--- src/common/pwr_seq_pkg.sv ---
// constants, register map and types of the power-on master clear sequencer
package pwr_seq_pkg;

    // ------------------------------------------------------------
    // clock and timing
    // ------------------------------------------------------------
    localparam int unsigned CLK_HZ = 200_000_000;
    localparam int unsigned SETTLE_MS = 300;
    localparam int unsigned CLEAR_MS = 150;
    localparam int unsigned DRIVE_HZ = 25_000;
    localparam int unsigned SETTLE_CYCLES = SETTLE_MS * (CLK_HZ / 1000);
    localparam int unsigned CLEAR_CYCLES = CLEAR_MS * (CLK_HZ / 1000);
    localparam int unsigned DRIVE_HALF_CYCLES = CLK_HZ / (2 * DRIVE_HZ);
    localparam int unsigned TIMER_W = 32;

    // ------------------------------------------------------------
    // register map
    // ------------------------------------------------------------
    localparam int unsigned REG_AW = 8;
    localparam int unsigned REG_DW = 32;
    localparam logic [7:0] OFS_CTRL = 8'h00;
    localparam logic [7:0] OFS_STATUS = 8'h04;
    localparam logic [7:0] OFS_EVENT = 8'h08;
    localparam logic [7:0] OFS_MASK = 8'h0C;

    // control bits (write one, self clearing)
    localparam int unsigned CTRL_ON = 0;
    localparam int unsigned CTRL_OFF = 1;

    // status bits
    localparam int unsigned ST_LATCH = 0;
    localparam int unsigned ST_SETTLE = 1;
    localparam int unsigned ST_ARM = 2;
    localparam int unsigned ST_FAULT = 3;
    localparam int unsigned ST_MASTER_CLEAR_N_N = 4;
    localparam int unsigned ST_UV_SENSE = 5;
    localparam int unsigned ST_OV_N = 6;
    localparam int unsigned ST_PHASE = 8;

    // event bits, same layout in the mask register
    localparam int unsigned EV_W = 5;
    localparam int unsigned EV_ON = 0;
    localparam int unsigned EV_SETTLED = 1;
    localparam int unsigned EV_RELEASED = 2;
    localparam int unsigned EV_OV_TRIP = 3;
    localparam int unsigned EV_UV_TRIP = 4;

    localparam logic [EV_W-1:0] MASK_RESET = 5'h00;
    localparam logic [REG_DW-1:0] RDATA_RESET = 32'h00000000;

    // ------------------------------------------------------------
    // types and helpers
    // ------------------------------------------------------------
    typedef enum logic [1:0]
    {
        PH_STANDBY = 2'b00,
        PH_SETTLE = 2'b01,
        PH_QUALIFY = 2'b11,
        PH_POWERED = 2'b10
    } phase_t;

    function automatic logic reg_hit(input logic [REG_AW-1:0] addr, input logic [REG_AW-1:0] ofs);
        reg_hit = (addr == ofs);
    endfunction : reg_hit

endpackage : pwr_seq_pkg

--- src/common/delay_if.sv ---
// start and expiry handshake between the sequencer and a delay timer
`timescale 1ns/10ps
interface delay_if;
    logic run;
    logic expired;

    modport ctrl
    (
        output run,
        input expired
    );

    modport timer
    (
        input run,
        output expired
    );
endinterface : delay_if

--- src/logic/delay_timer.sv ---
// cycle counting delay that expires after COUNT cycles of run and holds
`timescale 1ns/10ps
module delay_timer
    import pwr_seq_pkg::*;
#(
    parameter int unsigned COUNT = 1
)
(
    // clock and reset
    input wire logic clk_sys,
    input wire logic sys_rst,
    input wire logic clk_en,
    // control
    delay_if.timer dly
);

    logic [TIMER_W-1:0] count;
    logic at_end;

    // count never passes the end, so a held run keeps expired high
    assign at_end = (count == TIMER_W'(COUNT - 1));

    always_ff @(posedge clk_sys or posedge sys_rst)
    begin
        if (sys_rst)
        begin
            count <= '0;
            dly.expired <= 1'b0;
        end
        else if (clk_en)
        begin
            if (!dly.run)
            begin
                count <= '0;
                dly.expired <= 1'b0;
            end
            else if (at_end)
                dly.expired <= 1'b1;
            else
                count <= count + TIMER_W'(1);
        end
    end

endmodule : delay_timer

--- src/logic/drive_phase_gen.sv ---
// alternating phase a / phase b converter drive while not inhibited
`timescale 1ns/10ps
module drive_phase_gen
    import pwr_seq_pkg::*;
#(
    parameter int unsigned HALF = DRIVE_HALF_CYCLES
)
(
    // clock and reset
    input wire logic clk_sys,
    input wire logic sys_rst,
    input wire logic clk_en,
    // control
    input wire logic enable,
    // drive
    output logic drive_a,
    output logic drive_b
);

    logic [TIMER_W-1:0] count;
    logic phase;
    logic half_end;

    assign half_end = (count == TIMER_W'(HALF - 1));

    always_ff @(posedge clk_sys or posedge sys_rst)
    begin
        if (sys_rst)
        begin
            count <= '0;
            phase <= 1'b0;
            drive_a <= 1'b0;
            drive_b <= 1'b0;
        end
        else if (clk_en)
        begin
            count <= (!enable || half_end) ? '0 : count + TIMER_W'(1);
            phase <= !enable ? 1'b0 : (half_end ? ~phase : phase);
            drive_a <= enable && !phase;
            drive_b <= enable && phase;
        end
    end

endmodule : drive_phase_gen

--- src/logic/power_on_master_clear_sequencer.sv ---
// power latch, settle delay, low voltage check and master clear sequencing
//
// Behaviour
// - latch reset holds converter inhibit high
// - power switch pulse sets the power latch
// - set latch drops inhibit, drive runs
// - latch starts 300 ms delay, then flag
// - flag clear forces arm latch reset
// - power-on enables under/over voltage detection
// - master clear low until three inputs high
// - master clear released 150 ms after qualifying
// - settle flag removes one master clear inhibit
// - released master clear lights powered indicator
// - latch reset lights standby indicator
// - abnormal supply shuts the converter down
// - overvoltage resets latch, full shutdown follows
// - armed undervoltage sets fault, resets latch
`timescale 1ns/10ps
module power_on_master_clear_sequencer
    import pwr_seq_pkg::*;
#(
    parameter int unsigned SETTLE_COUNT = SETTLE_CYCLES,
    parameter int unsigned CLEAR_COUNT = CLEAR_CYCLES,
    parameter int unsigned DRIVE_HALF = DRIVE_HALF_CYCLES
)
(
    // clock, reset, enable
    input wire logic clk_sys,
    input wire logic sys_rst,
    input wire logic clk_en,
    // register port
    input wire logic [REG_AW-1:0] reg_addr,
    input wire logic [REG_DW-1:0] reg_wdata,
    input wire logic reg_wr,
    input wire logic reg_rd,
    output logic [REG_DW-1:0] reg_rdata,
    output logic irq,
    // pins from the switch and comparators
    input wire logic power_on_pulse,
    input wire logic undervolt_sense,
    input wire logic overvolt_ok_n,
    // converter
    output logic converter_inhibit,
    output logic drive_a,
    output logic drive_b,
    output logic detect_enable,
    // transport and panel
    output logic master_clear_n,
    output logic standby_led,
    output logic powered_led
);

    // ------------------------------------------------------------
    // pin synchronisers
    // ------------------------------------------------------------
    logic [2:0] pin_meta;
    logic [2:0] pin_sync;
    logic press_prev;
    logic press;
    logic uv_ok;
    logic ov_pin_low;

    always_ff @(posedge clk_sys or posedge sys_rst)
    begin
        if (sys_rst)
        begin
            pin_meta <= 3'h6;
            pin_sync <= 3'h6;
            press_prev <= 1'b0;
        end
        else if (clk_en)
        begin
            pin_meta <= {overvolt_ok_n, undervolt_sense, power_on_pulse};
            pin_sync <= pin_meta;
            press_prev <= pin_sync[0];
        end
    end

    // a long press counts once
    assign press = pin_sync[0] && !press_prev;
    assign uv_ok = pin_sync[1];
    assign ov_pin_low = !pin_sync[2];

    // ------------------------------------------------------------
    // register decode
    // ------------------------------------------------------------
    logic wr_ctrl;
    logic wr_mask;
    logic rd_event;
    logic sw_on;
    logic sw_off;

    assign wr_ctrl = reg_wr && reg_hit(reg_addr, OFS_CTRL);
    assign wr_mask = reg_wr && reg_hit(reg_addr, OFS_MASK);
    assign rd_event = reg_rd && reg_hit(reg_addr, OFS_EVENT);
    assign sw_on = wr_ctrl && reg_wdata[CTRL_ON];
    assign sw_off = wr_ctrl && reg_wdata[CTRL_OFF];

    // ------------------------------------------------------------
    // power latch and fault latches
    // ------------------------------------------------------------
    logic power_latch;
    logic undervolt_arm_latch;
    logic undervolt_fault_latch;
    logic settle_delay_flag;
    logic start_req;
    logic ov_trip;
    logic uv_trip;
    logic latch_off;
    logic next_power_latch;
    logic next_arm;
    logic next_fault;

    assign start_req = press || sw_on;
    // comparators only count while the supply is up
    assign detect_enable = power_latch;
    assign ov_trip = detect_enable && ov_pin_low;
    assign uv_trip = settle_delay_flag && !uv_ok;
    // a new start clears an old low voltage fault; overvoltage still blocks it
    assign latch_off = ov_trip || (ov_pin_low && start_req) || sw_off ||
                       (undervolt_fault_latch && !start_req);
    assign next_power_latch = latch_off ? 1'b0 : (start_req ? 1'b1 : power_latch);

    assign next_arm = !settle_delay_flag ? 1'b0 : (undervolt_arm_latch || uv_trip);
    assign next_fault = start_req ? 1'b0 :
                        (undervolt_fault_latch || undervolt_arm_latch);

    always_ff @(posedge clk_sys or posedge sys_rst)
    begin
        if (sys_rst)
        begin
            power_latch <= 1'b0;
            undervolt_arm_latch <= 1'b0;
            undervolt_fault_latch <= 1'b0;
        end
        else if (clk_en)
        begin
            power_latch <= next_power_latch;
            undervolt_arm_latch <= next_arm;
            undervolt_fault_latch <= next_fault;
        end
    end

    // ------------------------------------------------------------
    // converter inhibit and drive
    // ------------------------------------------------------------
    assign converter_inhibit = !power_latch;

    drive_phase_gen #(
        .HALF(DRIVE_HALF)
    ) u_drive (
        .clk_sys(clk_sys),
        .sys_rst(sys_rst),
        .clk_en(clk_en),
        .enable(!converter_inhibit),
        .drive_a(drive_a),
        .drive_b(drive_b)
    );

    // ------------------------------------------------------------
    // settle delay and master clear delay
    // ------------------------------------------------------------
    delay_if settle_dly ();
    delay_if clear_dly ();
    logic qualify;

    // counters restart from zero whenever the latch drops
    assign settle_dly.run = power_latch;
    assign settle_delay_flag = settle_dly.expired;

    // the flag is one of three inhibits, the latch and sense the others
    assign qualify = power_latch && uv_ok && settle_delay_flag;
    assign clear_dly.run = qualify;

    delay_timer #(
        .COUNT(SETTLE_COUNT)
    ) u_settle (
        .clk_sys(clk_sys),
        .sys_rst(sys_rst),
        .clk_en(clk_en),
        .dly(settle_dly.timer)
    );

    delay_timer #(
        .COUNT(CLEAR_COUNT)
    ) u_clear (
        .clk_sys(clk_sys),
        .sys_rst(sys_rst),
        .clk_en(clk_en),
        .dly(clear_dly.timer)
    );

    // ------------------------------------------------------------
    // outputs to transport and panel
    // ------------------------------------------------------------
    // gated by qualify so a trip pulls master clear low at once
    logic released;

    assign released = qualify && clear_dly.expired;

    always_ff @(posedge clk_sys or posedge sys_rst)
    begin
        if (sys_rst)
        begin
            master_clear_n <= 1'b0;
            powered_led <= 1'b0;
            standby_led <= 1'b1;
        end
        else if (clk_en)
        begin
            master_clear_n <= released;
            powered_led <= released;
            // current limiting is the board's job; this only switches it
            standby_led <= !next_power_latch;
        end
    end

    // ------------------------------------------------------------
    // sequence phase
    // ------------------------------------------------------------
    phase_t phase;
    phase_t next_phase;

    always_comb
    begin
        next_phase = phase;
        unique case (phase)
            PH_STANDBY:
                if (power_latch)
                    next_phase = PH_SETTLE;
            PH_SETTLE:
                if (!power_latch)
                    next_phase = PH_STANDBY;
                else if (settle_delay_flag)
                    next_phase = PH_QUALIFY;
            PH_QUALIFY:
                if (!power_latch)
                    next_phase = PH_STANDBY;
                else if (master_clear_n)
                    next_phase = PH_POWERED;
            PH_POWERED:
                if (!power_latch)
                    next_phase = PH_STANDBY;
                else if (!master_clear_n)
                    next_phase = PH_QUALIFY;
        endcase
    end

    always_ff @(posedge clk_sys or posedge sys_rst)
    begin
        if (sys_rst)
            phase <= PH_STANDBY;
        else if (clk_en)
            phase <= next_phase;
    end

    // ------------------------------------------------------------
    // events and interrupt
    // ------------------------------------------------------------
    logic settle_prev;
    logic master_clear_n_prev;
    logic latch_prev;
    logic [EV_W-1:0] ev_set;
    logic [EV_W-1:0] events;
    logic [EV_W-1:0] mask;
    logic [EV_W-1:0] next_events;

    assign ev_set[EV_ON] = power_latch && !latch_prev;
    assign ev_set[EV_SETTLED] = settle_delay_flag && !settle_prev;
    assign ev_set[EV_RELEASED] = master_clear_n && !master_clear_n_prev;
    assign ev_set[EV_OV_TRIP] = ov_trip;
    assign ev_set[EV_UV_TRIP] = undervolt_arm_latch && !undervolt_fault_latch;

    // a new event in the reading cycle survives the clear
    assign next_events = (rd_event ? '0 : events) | ev_set;

    always_ff @(posedge clk_sys or posedge sys_rst)
    begin
        if (sys_rst)
        begin
            latch_prev <= 1'b0;
            settle_prev <= 1'b0;
            master_clear_n_prev <= 1'b0;
            events <= '0;
            mask <= MASK_RESET;
        end
        else if (clk_en)
        begin
            latch_prev <= power_latch;
            settle_prev <= settle_delay_flag;
            master_clear_n_prev <= master_clear_n;
            events <= next_events;
            if (wr_mask)
                mask <= reg_wdata[EV_W-1:0];
        end
    end

    assign irq = |(events & mask);

    // ------------------------------------------------------------
    // read data
    // ------------------------------------------------------------
    logic [REG_DW-1:0] status_word;
    logic [REG_DW-1:0] read_mux;

    always_comb
    begin
        status_word = '0;
        status_word[ST_LATCH] = power_latch;
        status_word[ST_SETTLE] = settle_delay_flag;
        status_word[ST_ARM] = undervolt_arm_latch;
        status_word[ST_FAULT] = undervolt_fault_latch;
        status_word[ST_MASTER_CLEAR_N_N] = master_clear_n;
        status_word[ST_UV_SENSE] = uv_ok;
        status_word[ST_OV_N] = !ov_pin_low;
        status_word[ST_PHASE +: 2] = phase;
    end

    // control reads as zero: its bits act only on the write
    assign read_mux = reg_hit(reg_addr, OFS_STATUS) ? status_word :
                      reg_hit(reg_addr, OFS_EVENT) ? REG_DW'(events) :
                      reg_hit(reg_addr, OFS_MASK) ? REG_DW'(mask) : '0;

    always_ff @(posedge clk_sys or posedge sys_rst)
    begin
        if (sys_rst)
            reg_rdata <= RDATA_RESET;
        else if (clk_en)
            reg_rdata <= reg_rd ? read_mux : RDATA_RESET;
    end

endmodule : power_on_master_clear_sequencer

--- config.mk ---
export PLATFORM = sky130hd
export DESIGN_NAME = power_on_master_clear_sequencer
export DESIGN_NICKNAME = d
export VERILOG_FILES = /design/src/common/pwr_seq_pkg.sv /design/src/common/delay_if.sv /design/src/logic/delay_timer.sv /design/src/logic/drive_phase_gen.sv /design/src/logic/power_on_master_clear_sequencer.sv
export SDC_FILE = /design/constraint.sdc
export NUM_CORES = 1
export LEC_CHECK = 0
export BUFFER_PORTS_ARGS = -buffer_cell sky130_fd_sc_hd__buf_2
export CORE_MARGIN = 2
export CORE_UTILIZATION = 50
export CTS_BUF_LIST = sky130_fd_sc_hd__clkbuf_16
export CTS_CLUSTER_SIZE = 14
export DETAILED_ROUTE_END_ITERATION = 10
export MAX_ROUTING_LAYER = met4
export PLACE_DENSITY_LB_ADDON = 0.15
export SYNTH_ARGS = -nofsm -noshare
export SYNTH_HDL_FRONTEND = slang
export SYNTH_HIERARCHICAL = 1
export SYNTH_SLANG_ARGS = --single-unit
export TNS_END_PERCENT = 1
--- constraint.sdc ---
create_clock -name clk_sys -period 3.1 [get_ports clk_sys]
set_input_delay 0.155 -clock clk_sys [delete_from_list [all_inputs] [get_ports clk_sys]]
set_output_delay 0.155 -clock clk_sys [all_outputs]
set_load 0.02 [all_outputs]
Word level (Yosys, flattened, before mapping)
Cells that the tools add are included.
{"block": "classes", "n_addsub": 3, "eq_ne": 18, "mux": 28, "bitwise": 3, "reduce_logical": 47}
{"op": "$mux 32", "n": 5}
{"op": "$add 32x1->32 const B", "n": 3}
{"op": "$eq 32x12->1 const B", "n": 1}
{"op": "$eq 32x25->1 const B", "n": 1}
{"op": "$eq 32x26->1 const B", "n": 1}
{"op": "$mux 10", "n": 2}
{"op": "$logic_and 1x1->1", "n": 19}
{"op": "$eq 8x4->1 const B", "n": 2}
{"op": "$mux 5", "n": 3}
{"op": "$mux 2", "n": 7}
{"op": "$reduce_and 2->1", "n": 6}
{"op": "$logic_not 1->1", "n": 11}
{"op": "$mux 1", "n": 10}
{"op": "$eq 8x3->1 const B", "n": 1}
{"op": "$logic_not 8->1", "n": 1}
{"op": "$pmux 2 s4", "n": 1}
{"op": "$logic_or 1x1->1", "n": 7}
{"op": "$ne 2x1->1 const B", "n": 3}
{"op": "$ne 2x2->1 const B", "n": 3}
{"op": "$ne 3x3->1 const B", "n": 2}
{"op": "$and 5x5->5", "n": 1}
{"op": "$or 5x5->5", "n": 1}
{"op": "$reduce_and 5->1", "n": 1}
{"op": "$reduce_or 5->1", "n": 1}
{"op": "other kinds (5)", "n": 6}
{"block": "word_totals", "reg_bits": 160, "input_bits": 48, "out_inout_bits": 40, "elab_cells": 122}

Longest topological paths before layout
Gate-level depths: netlist (run 1).
{"block": "logic_depth", "word_depth": 10, "ltp_mapped": 8, "depth_no_buf": 6}

Hierarchy
The synthesis (run 1) kept the hierarchy.
{"module": "delay_timer (u_settle)", "instances": 1, "cells_each": 249, "area_per_inst_um2": 2047.0, "seq_area_each_um2": 825.8}
{"module": "delay_timer (u_clear)", "instances": 1, "cells_each": 223, "area_per_inst_um2": 1949.4, "seq_area_each_um2": 825.8}
{"module": "power_on_master_clear_sequencer", "instances": 1, "cells_each": 187, "area_per_inst_um2": 1908.1, "seq_area_each_um2": 907.1}
{"module": "drive_phase_gen", "instances": 1, "cells_each": 191, "area_per_inst_um2": 1861.8, "seq_area_each_um2": 875.8}

Least setup slack after synthesis (run 1)
No wires, ideal clock.
{"block": "synth_timing", "path_kind": "register -> register", "from": "reg power_latch (netlist: detect_enable)", "to": "reg u_clear.count[3]", "setup_time_ps": 95, "t_arrival_ps": 2350, "required_time_ps": 3005, "slack_ps": 655, "stages_incl_launch_ff": 9, "n_path_buf": 2, "period_less_slack_ps": 2445, "path_cell_list": "dfrtp_1 > inv_1 > nor3_1 > clkbuf_1 > inv_1 > o41ai_4 > buf_6 > o21ai_1 > o31ai_1"}
{"block": "synth_between", "elab_chain_cells": 4, "word_cells_on_any_way": 5, "classes_between": "eq/ne: 1; mux: 1; reduce/logical: 3"}
{"item": "start, declared", "line_no": "power_on_master_clear_sequencer.sv:102", "text": "logic power_latch;"}
{"item": "start signal, assigned", "line_no": "power_on_master_clear_sequencer.sv:138", "text": "power_latch <= next_power_latch;"}
{"item": "$logic_and 1x1->1 (*) (2 in series)", "line_no": "power_on_master_clear_sequencer.sv:172", "text": "assign qualify = power_latch && uv_ok && settle_delay_flag;"}
{"item": "via clear_dly.run", "line_no": "delay_if.sv:4", "text": "logic run;"}
{"item": "$ne 2x2->1 (no line)"}
{"item": "$reduce_and 2->1 (no line)"}
{"item": "end signal, assigned", "line_no": "delay_timer.sv:40", "text": "count <= count + TIMER_W'(1);"}
{"item": "end, declared", "line_no": "delay_timer.sv:17", "text": "logic [TIMER_W-1:0] count;"}
Mark *: on every way through the listed nets, which the timed path passes. The rest lies on a longest branch.
A chain may end at the register's enable or synchronous reset.

Final worst setup path (run 1)
{"block": "layout_timing", "from": "reg u_clear.count[12]", "to": "reg u_clear.count[19]"}
{"block": "layout_between", "elab_chain_cells": 3, "word_cells_on_any_way": 6, "classes_between": "add/sub: 1; eq/ne: 2; mux: 2; reduce/logical: 1"}
{"item": "$add 32x1->32 or $eq 32x25->1 (tied branches)", "line_no": "delay_timer.sv:40, delay_timer.sv:21"}
{"item": "$mux 32 or $ne 2x2->1 (tied branches)"}
{"item": "$mux 32 or $reduce_and 2->1 (tied branches)"}
Several ways; a longest one is shown, not always the timed one. The select of a mux whose other input is x is not followed.

==> impl_metrics.tcl, run 1 <==
set metrics [dict create \
    status "completed" \
    async_flop_share_pct 100 \
    fill_cells 1333 \
    synth_edf_count 0 \
    synth_cell_types 69 \
    dp_worst_setup_slack_ns 0.512 \
    dp_hpwl_um 12000 \
    cts_made_buffers 17 \
    r2r.worst_path.cells 6 \
    yosysSeqAreaShare_pct 44.2 \
    nNetsFinal 944 \
    die_h_um 129 \
    dr.first_iter.drc_count 488 \
    finalWorstSetupSlack_ns 0.474 \
    cts_resized 0 \
    crit_chain "or4_1, or4_4, o41ai_4, buf_4, o21ai_0, o31ai_1" \
    hp-start "reg_rd" \
    stdcell_count 1090 \
    synth-seq-cells 137 \
    maxSlewHeadroom_pct 43.6 \
    die_area_sq_um 16500 \
    hold_depth 3 \
    ir_drop_mv 0.419 \
    p_clk_share_pct 45.1 \
    wl_per_cell_um 16.5 \
    synth_area_leader_cell "dfrtp_1" \
    synth_top_area_share_pct 42.5 \
    finalHoldViolations 0 \
    clkTransAtPathRegs_ns 0.06 \
    p_per_area_nw_per_um2 511 \
    p_sw_mw 1.18 \
    die_w_um 129 \
    syn-cell-area_sq_um 7770 \
    vias_per_cell 6.14 \
    dpl.cell_count 1049 \
    pwr-share-comb_pct 11.6 \
    portBuffers 37 \
    grt_util_all_layers_pct 23.4 \
    initial_utilization_pct 51.1 \
    worstSetupPathType "reg2reg" \
    maxSlewViolCount 0 \
    grt_overflow_total 0 \
    cp-start-kind "flip-flop" \
    area_growth_pct 12.0 \
    cts_tree "done" \
    stdcell_area_sq_um 8690 \
    htreeDepth 4 \
    p_leak_nw 3.71 \
    seqPwrFrac_pct 43.2 \
    placed_area_sq_um 8020 \
    synth_ff_type "dfrtp_1" \
    yosys_warnings 6 \
    dr.pass1.iters 6 \
    finalClockSkew_ns 0.00680 \
    setup_viol 0 \
    startpoint "u_clear/count[12]$_DFFE_PP0P_" \
    n_antenna_cell 0 \
    grt_max_degree 38 \
    clock.fmax_mhz 381 \
    crit_buf_inv 1 \
    min_delay_worst_endpoint "reg_rdata[0]$_DFFE_PP0P_" \
    p_int_mw 3.27 \
    r2r_start "u_clear/count[12]$_DFFE_PP0P_" \
    rsz0062_at_grt "false" \
    clk_path_buf_depth 2 \
    cpPeakStageDelay_ns 0.57 \
    dr_total_vias 6688 \
    worstMarginPinSlew_ns 0.844 \
    rrSetupSlack_ns 0.47 \
    grt_pass1_vias 6374 \
    clk_latency_ns 0.42 \
    syn_area_per_cell_sq_um 9.14 \
    antenna_found_initial 0 \
    holdWs_ns 0.0910 \
    endpoint_kind "flip-flop" \
    hp-class "in2reg" \
    cpLargestDelayFamily "simple AND/OR/NAND/NOR gates" \
    io_pins 88 \
    p_sw_share_pct 26.5 \
    ys_top_cells_by_area "dfrtp_1 43%, nand2_1 4.5%, nand3_1 4.3%, nor2_1 3.1%, nand4_1 2.9%" \
    critical_path_required_ns 3.42 \
    r2r_end "u_clear/count[19]$_DFFE_PP0P_" \
    ant_nets 0 \
    crit_fanout 9 \
    drive_gt1_share_pct 13.9 \
    place.gp.congestion 0.851 \
    core.rowCount 45 \
    maxCapViolCount 0 \
    core_sq_um 15200 \
    period_share_pct 84.7 \
    fin_tns_setup_ns 0 \
    drt-total-wl_um 17900 \
    cts_sinks 137 \
    worstPathArrival_ns 2.95 \
    cts_root_buf "clkbuf_16" \
    post-route-min-period_ns 2.63 \
    synthCells 850 \
    grt_pass1_wl_um 30500 \
    drc 0 \
    crit_slowest_cell "or4_4" \
]
cell usage in the layout, fill, tap and decap left out, types with 16 or more instances in the layout:
cell	instances
o21ai_0	44
buf_2	37
dfrtp_1	132
nand2_1	93
conb_1	23
nand3_1	66
o211ai_1	17
inv_1	38
buf_4	16
xor2_1	16
nor2_1	64
clkbuf_16	17
a21oi_1	27
nand4_1	36
routing by layer:
| metal | GRT usage (%) | share of wire, % | vias to the layer above | routed length (um) |
|---|---|---|---|---|
| li1 | - | - | 3171 | - |
| met1 | 29.5 | 45 | 3286 | 8080 |
| met2 | 37.6 | 49 | 203 | 8760 |
| met3 | 4.49 | 4.7 | 28 | 847 |
| met4 | 8.70 | 1.4 | 0 | 259 |
| met5 | - | 0 | - | 0 |
Yosys cell counts (all sizes together) (9+ instances only):
| master | count |
|---|---|
| a21oi | 27 |
| or4 | 11 |
| nor4 | 20 |
| xor2 | 16 |
| nand2b | 9 |
| dfrtp | 132 |
| a31oi | 13 |
| buf | 35 |
| xnor2 | 11 |
| nand3 | 69 |
| o41ai | 12 |
| o21ai | 48 |
| nor3 | 17 |
| inv | 37 |
| nand2 | 93 |
| o211ai | 18 |
| clkbuf | 29 |
| or3 | 14 |
| and3 | 12 |
| o31ai | 15 |
| nor2 | 69 |
| nand4 | 39 |
| mux2 | 11 |
power by group through the flow:
stage | clock network [mW] | logic, mW | registers (mW)
detailed placement | 0 | 0.505 | 1.95
finish | 2.01 | 0.517 | 1.92
floorplan | 0 | 0.376 | 1.96
global placement | 0 | 0.486 | 1.95
CTS | 2.06 | 0.518 | 1.92
global route | 2.13 | 0.580 | 1.93
layout make-up:
class                   count  area, sq um  share of cell area (%)
clock buffers              17          425                    4.89
inverters                  37          139                    1.60
clock inverters            15          159                    1.83
flip-flops and latches    137         3430                    39.5
repair buffers             62          395                    4.55
well taps                 188          235                    2.71
multi-input cells         634         3910                    44.9
logic make-up after synthesis:
logic type | count (synthesis) | share of synthesized area, %
simple gates | 384 | 27.0
compound gates | 179 | 15.9
flops | 137 | 44.2
buf+inv | 101 | 6.61
xor+xnor | 27 | 3.04
mux | 14 | 1.98
fa+ha+maj | 7 | 1.13
other cells | 1 | 0.0483
worst max-delay path by stage:
stage | to | cells past startpoint
6_report | u_clear/count[19]$_DFFE_PP0P_ | 6
3_3_place_gp | u_clear/count[19]$_DFFE_PP0P_ | 6
5_1_grt | u_clear/count[19]$_DFFE_PP0P_ | 6
3_5_place_dp | u_clear/count[16]$_DFFE_PP0P_ | 6
2_1_floorplan | u_clear/count[3]$_DFFE_PP0P_ | 8
4_1_cts | u_clear/count[19]$_DFFE_PP0P_ | 6
through the flow:
stage	power, mW	utilization (%)
final	4.45	57.2
after global routing	4.64	57.2
after CTS	4.50	57.2
after detailed placement	2.46	52.8
after global placement	2.43	52.8
after floorplan	2.33	-
state kept, by name, indices dropped and copies added (netlist names), 2 cells and up:
signal and count:
u_clear/count 32, u_drive/count 32, u_settle/count 32, reg_rdata 9, events 5, mask 5
pin_meta 3, pin_sync 3, phase 2
worst min-delay path, stage by stage:
cell	delay [ns]
buf_2	0.12
nand4_4	0.12
o41ai_1	0.07
what timing repair did:
action                    in CTS  in global routing
hold buffers                   9                  0
hold endpoints to repair     140                  0
buffers inserted               0                  0
(Power assumes the default switching activity.)
==> run 2: changes to the inputs <==
clock period = 2.7 ns   (was 3.1 ns; I/O delays follow)
==> impl_metrics.tcl, run 2 (synthesis gave the netlist of run 1 again) <==
set metrics [dict create \
    status "completed" \
    drc 0 \
    cts_tree "done" \
    path_depth 5 \
    finalWorstSetupSlack_ns 0.195 \
    maxSlewHeadroom_pct 57.4 \
    die_area_sq_um 16500 \
    p_clk_share_pct 44.7 \
    reg.largest.list "u_clear/count (32), u_drive/count (32), u_settle/count (32)" \
    postCtsSetupBuffers 0 \
    drt-total-wl_um 18300 \
    core_sq_um 15200 \
    dr.pass1.iters 7 \
    grt_max_degree 37 \
    hp-class "in2reg" \
    cts_root_buf "clkbuf_16" \
    worstPathArrival_ns 2.78 \
    place.gp.congestion 0.855 \
    maxSlewViolCount 0 \
    nNetsFinal 949 \
    cp-start-kind "flip-flop" \
    grt_pass1_wl_um 31800 \
    htreeDepth 4 \
    crit_buf_inv 0 \
    maxCapViolCount 0 \
    cpLargestDelayFamily "simple AND/OR/NAND/NOR gates" \
    grt_util_all_layers_pct 24.6 \
    post-route-min-period_ns 2.51 \
    final-seq-area_sq_um 3430 \
    p_int_mw 3.68 \
    dr.first_iter.drc_count 475 \
    grt_overflow_total 0 \
    cts_made_buffers 17 \
    placed_area_sq_um 8060 \
    final_cell_mix "132 x dfrtp_1, 93 x nand2_1, 66 x nand3_1" \
    p_sw_mw 1.41 \
    cts_resized 0 \
    stdcell_area_sq_um 8720 \
    clk_latency_ns 0.42 \
    io_pins 88 \
    finalClockSkew_ns 0.0112 \
    vias_per_cell 6.13 \
    rsz0062_at_grt "false" \
    dp_hpwl_um 12400 \
    portBuffers 37 \
    seqPwrFrac_pct 43.4 \
    cpPeakStageDelay_ns 0.57 \
    wl_per_cell_um 16.7 \
    period_share_pct 92.8 \
    dp_worst_setup_slack_ns 0.195 \
    n_antenna_cell 0 \
    multi_input_area_sq_um 3910 \
    die_w_um 129 \
    worstMarginPinSlew_ns 0.634 \
    fill_cells 1322 \
    endpoint_kind "flip-flop" \
    final_common_cell "dfrtp_1" \
    ant_nets 0 \
    clock.fmax_mhz 399 \
    critical_path_required_ns 2.97 \
    die_h_um 129 \
    power_mw 5.09 \
    crit_slowest_cell "or4_4" \
    crit_chain "or4_1, or4_4, nor3_2, or2_2, o311ai_1" \
    clk_path_buf_depth 2 \
    p_sw_share_pct 27.6 \
    setup_viol 0 \
    core.rowCount 45 \
    p_per_area_nw_per_um2 583 \
    pwr-share-comb_pct 11.9 \
    cts_sinks 137 \
    grt_pass1_vias 6519 \
    clkTransAtPathRegs_ns 0.06 \
    dpl.cell_count 1054 \
    hold_depth 3 \
    fin_tns_setup_ns 0 \
    drive_gt1_share_pct 14.9 \
    initial_utilization_pct 51.1 \
    worstSetupPathType "reg2reg" \
    r2r.worst_path.cells 5 \
    stdcell_count 1095 \
    cts_hold_buf 9 \
    p_leak_nw 3.72 \
    area_growth_pct 12.3 \
    finalHoldViolations 0 \
    dr_total_vias 6716 \
    ir_drop_mv 0.417 \
    antenna_found_initial 0 \
    crit_fanout 9 \
]
==> run 2: cell types whose count changed in the layout (fill, tap and decap cells not counted), sizes merged <==
cell / previous run / this run
clkinvlp: 2 / 5
buf: 53 / 58
bufinv: 3 / 2
inv: 39 / 40
clkinv: 8 / 5
==> run 2: routing by layer <==
| metal | vias to the layer above | share of wire, % | global-route usage, % |
|---|---|---|---|
| li1 | 3181 | - | - |
| met1 | 3318 | 45 | 31.3 |
| met2 | 194 | 50 | 40.1 |
| met3 | 23 | 4.8 | 4.49 |
| met4 | 0 | 1.1 | 7.67 |
| met5 | - | 0 | - |
==> run 2: worst register-to-register path, stage by stage, from the launching register on <==
cell and delay (ns):
dfrtp_1 0.46, or4_1 0.55, or4_4 0.57, nor3_2 0.32
or2_2 0.32, o311ai_1 0.15
==> run 2: final timing paths <==
kind | to | slack [ns] | startpoint
setup / recovery | u_clear/count[12]$_DFFE_PP0P_ | 0.19 | u_clear/count[12]$_DFFE_PP0P_
hold / removal | reg_rdata[3]$_DFFE_PP0P_ | 0.09 | reg_rd
setup reg to reg | u_clear/count[12]$_DFFE_PP0P_ | 0.19 | u_clear/count[12]$_DFFE_PP0P_
hold reg to reg | events[0]$_DFFE_PP0P_ | 0.44 | latch_prev$_DFFE_PP0P_
max in group asynchronous | standby_led$_DFFE_PP1P_ | 1.94 | sys_rst
min in group asynchronous | u_drive/count[2]$_DFFE_PP0P_ | 0.40 | sys_rst
==> run 2: power by group through the flow <==
stage | Combinational, mW | Clock, mW | Sequential (mW)
final | 0.606 | 2.27 | 2.20
after global placement | 0.564 | 0 | 2.23
after floorplan | 0.432 | 0 | 2.25
after CTS | 0.607 | 2.32 | 2.20
after detailed placement | 0.594 | 0 | 2.24
after global routing | 0.683 | 2.41 | 2.22
==> run 2: through the flow <==
step	utilization, %	hold slack (ns)
final	57.4	0.0887
after global routing	57.4	0.0925
after CTS	57.4	0.0729
after detailed placement	53.0	0.301
after global placement	53.0	0.299
after floorplan	-	0.264
==> run 2: area by class of cell <==
type	instances	area share, %
Multi-Input combinational cell	634	44.8
Sequential cell	137	39.4
Timing Repair Buffer	67	4.96
Clock buffer	17	4.88
Tap cell	188	2.70
Clock inverter	15	1.74
Inverter	37	1.59
==> run 3: changes to the inputs <==
ABC_AREA = 1   (was not set)
REMOVE_ABC_BUFFERS = 1   (was not set)
==> impl_metrics.tcl, run 3 <==
set metrics [dict create \
    p_sw_mw 1.26 \
    vias_per_cell 5.03 \
    period_share_pct 77.1 \
    worstSetupPathType "reg2reg" \
    endpoint_kind "flip-flop" \
    io_pins 88 \
    syn-cell-area_sq_um 9210 \
    synth_top_area_share_pct 35.9 \
    initial_utilization_pct 51.1 \
    yosys-top-cells-count "446 x nand2_1, 188 x nor2_1, 150 x inv_1, 142 x nand3_1, 132 x dfrtp_1" \
    p_int_mw 3.38 \
    clk_path_buf_depth 2 \
    grt_overflow_total 0 \
    finalHoldViolations 0 \
    nNetsFinal 1459 \
    maxCapViolCount 0 \
    grt_pass1_wl_um 35900 \
    r2r_start "u_clear/count[1]$_DFFE_PP0P_" \
    status "completed" \
    p_clk_share_pct 45.4 \
    core_sq_um 18000 \
    die_h_um 140 \
    portBuffers 37 \
    drc 0 \
    ir_drop_mv 0.463 \
    drt-total-wl_um 21100 \
    hp-start "reg_wr" \
    finalWorstSetupSlack_ns 0.619 \
    dp_worst_setup_slack_ns 0.642 \
    syn_area_per_cell_sq_um 6.77 \
    synthCells 1360 \
    rrSetupSlack_ns 0.62 \
    min_delay_worst_endpoint "mask[2]$_DFFE_PP0P_" \
    synth_edf_count 0 \
    final_util_pct 55.8 \
    stdcell_area_sq_um 10100 \
    hp-class "in2reg" \
    p_leak_nw 4.60 \
    crit_fanout 64 \
    seqPwrFrac_pct 46.5 \
    ys_top_cells_by_area "dfrtp_1 36%, nand2_1 18%, nand3_1 7.7%, nor2_1 7.7%, inv_1 6.1%" \
    worstMarginPinSlew_ns 0.678 \
    synth_area_leader_cell "dfrtp_1" \
    ant_nets 0 \
    clock.fmax_mhz 481 \
    drive_gt1_share_pct 11.7 \
    yosys_warnings 6 \
    cts_sinks 137 \
    core.rowCount 49 \
    r2r.worst_path.cells 8 \
    dp_hpwl_um 14900 \
    post-route-min-period_ns 2.08 \
    clk_latency_ns 0.42 \
    pwr-share-comb_pct 8.0 \
    p_sw_share_pct 27.1 \
    final_common_cell "nand2_1" \
    grt_pass1_vias 7472 \
    setup_viol 0 \
    die_area_sq_um 19500 \
    cts_tree "done" \
    cts_made_buffers 17 \
    maxSlewViolCount 0 \
    synth_cell_types 46 \
    wl_per_cell_um 12.8 \
    hold_depth 4 \
    r2r_end "u_clear/count[31]$_DFFE_PP0P_" \
    grt_max_degree 65 \
    reg.largest.list "u_clear/count (32), u_drive/count (32), u_settle/count (32)" \
    rsz0062_at_grt "false" \
    cts_root_buf "clkbuf_16" \
    dr_total_vias 8286 \
    maxSlewHeadroom_pct 54.7 \
    antenna_found_initial 0 \
    die_w_um 140 \
    synth-seq-cells 137 \
    critical_path_required_ns 2.96 \
    yosysMostFrequentCell "nand2_1" \
    area_growth_pct 9.25 \
    postCtsSetupBuffers 0 \
    n_antenna_cell 0 \
    final_cell_mix "446 x nand2_1, 188 x nor2_1, 151 x inv_1" \
    grt_util_all_layers_pct 22.9 \
    worstPathArrival_ns 2.34 \
    placed_area_sq_um 9430 \
    cp-start-kind "flip-flop" \
    async_flop_share_pct 100 \
    place.gp.congestion 0.917 \
    synth_ff_type "dfrtp_1" \
    dr.pass1.iters 5 \
    dr.first_iter.drc_count 650 \
    yosysSeqAreaShare_pct 37.3 \
    p_per_area_nw_per_um2 461 \
    finalClockSkew_ns 0.00830 \
    htreeDepth 4 \
    clkTransAtPathRegs_ns 0.06 \
]
run 3: cell types whose count changed after synthesis, moves of 15 or more:
cell	previous run	this run
o211ai_1	17	2
inv_1	37	150
o21ai_0	44	77
nand3_1	66	142
nand4_1	36	14
nor2_1	64	188
clkbuf_1	29	4
nor2_4	0	16
nand2_1	93	446
run 3: power by group through the flow:
stage               clock network [mW]  logic, mW  registers (mW)
floorplan                            0      0.234            2.20
global placement                     0      0.360            2.19
detailed placement                   0      0.368            2.20
CTS                               2.17      0.380            2.16
global route                      2.27      0.431            2.17
finish                            2.11      0.373            2.16
run 3: worst max-delay path by stage:
stage / start / end / cells past startpoint
after floorplan: detect_enable$_DFFE_PP0P_ / u_clear/count[18]$_DFFE_PP0P_ / 5
after global placement: u_settle/count[0]$_DFFE_PP0P_ / u_settle/count[14]$_DFFE_PP0P_ / 10
after detailed placement: u_clear/count[1]$_DFFE_PP0P_ / u_clear/count[31]$_DFFE_PP0P_ / 8
after CTS: u_clear/count[1]$_DFFE_PP0P_ / u_clear/count[31]$_DFFE_PP0P_ / 8
after global routing: u_settle/count[0]$_DFFE_PP0P_ / u_settle/count[14]$_DFFE_PP0P_ / 10
final: u_clear/count[1]$_DFFE_PP0P_ / u_clear/count[31]$_DFFE_PP0P_ / 8
run 3: what timing repair did:
action                    in CTS  in global routing
resized for setup              0                  0
hold endpoints to repair     141                  0
hold buffers                  10                  0
run 3: logic make-up (layout without fill, tap and decap cells):
kind of cell	count (synthesis)	count (layout)	share of synthesized area [%]
AOI/OAI and AO/OA	122	122	7.49
xor gates and xnor gates	18	18	1.71
adders and majority gates	7	7	0.951
buffers and inverters	209	244	10.8
DFF	137	137	37.3
other	1	23	0.0407
and+or+nand+nor	866	866	41.7
run 3: worst max-delay path, stage by stage, from the launching register on:
cell and delay, ns:
dfrtp_1 0.40, ha_1 0.23, nand2_2 0.11, nor2_4 0.14, nand3_1 0.08, nor2_1 0.10, nand3_1 0.12, nand2_4 0.47
o21ai_0 0.24
run 3: final cells by class:
cell class                 count  area [sq um]
multi-input combinational   1036          4860
timing repair buffer          55           345
sequential                   137          3430
clock buffer                  17           425
tap                          229           287
fill                        1757          7960
inverter                     157           601
clock inverter                15           105
run 3: routing by layer:
layer	vias up	routed length, um	track usage (%)
met3	11	962	4.30
met5	-	0	-
met2	187	9630	35.2
li1	4306	-	-
met4	0	117	4.53
met1	3782	10400	31.9
run 3: through the flow:
stage	hold WS (ns)	cells	power, mW	TNS [ns]
2_1_floorplan	0.209	1330	2.43	-55.36
3_3_place_gp	0.281	1604	2.55	0
3_5_place_dp	0.281	1604	2.56	0
4_1_cts	0.0546	1646	4.71	0
5_1_grt	0.0753	1646	4.86	0
6_report	0.0668	1646	4.64	0
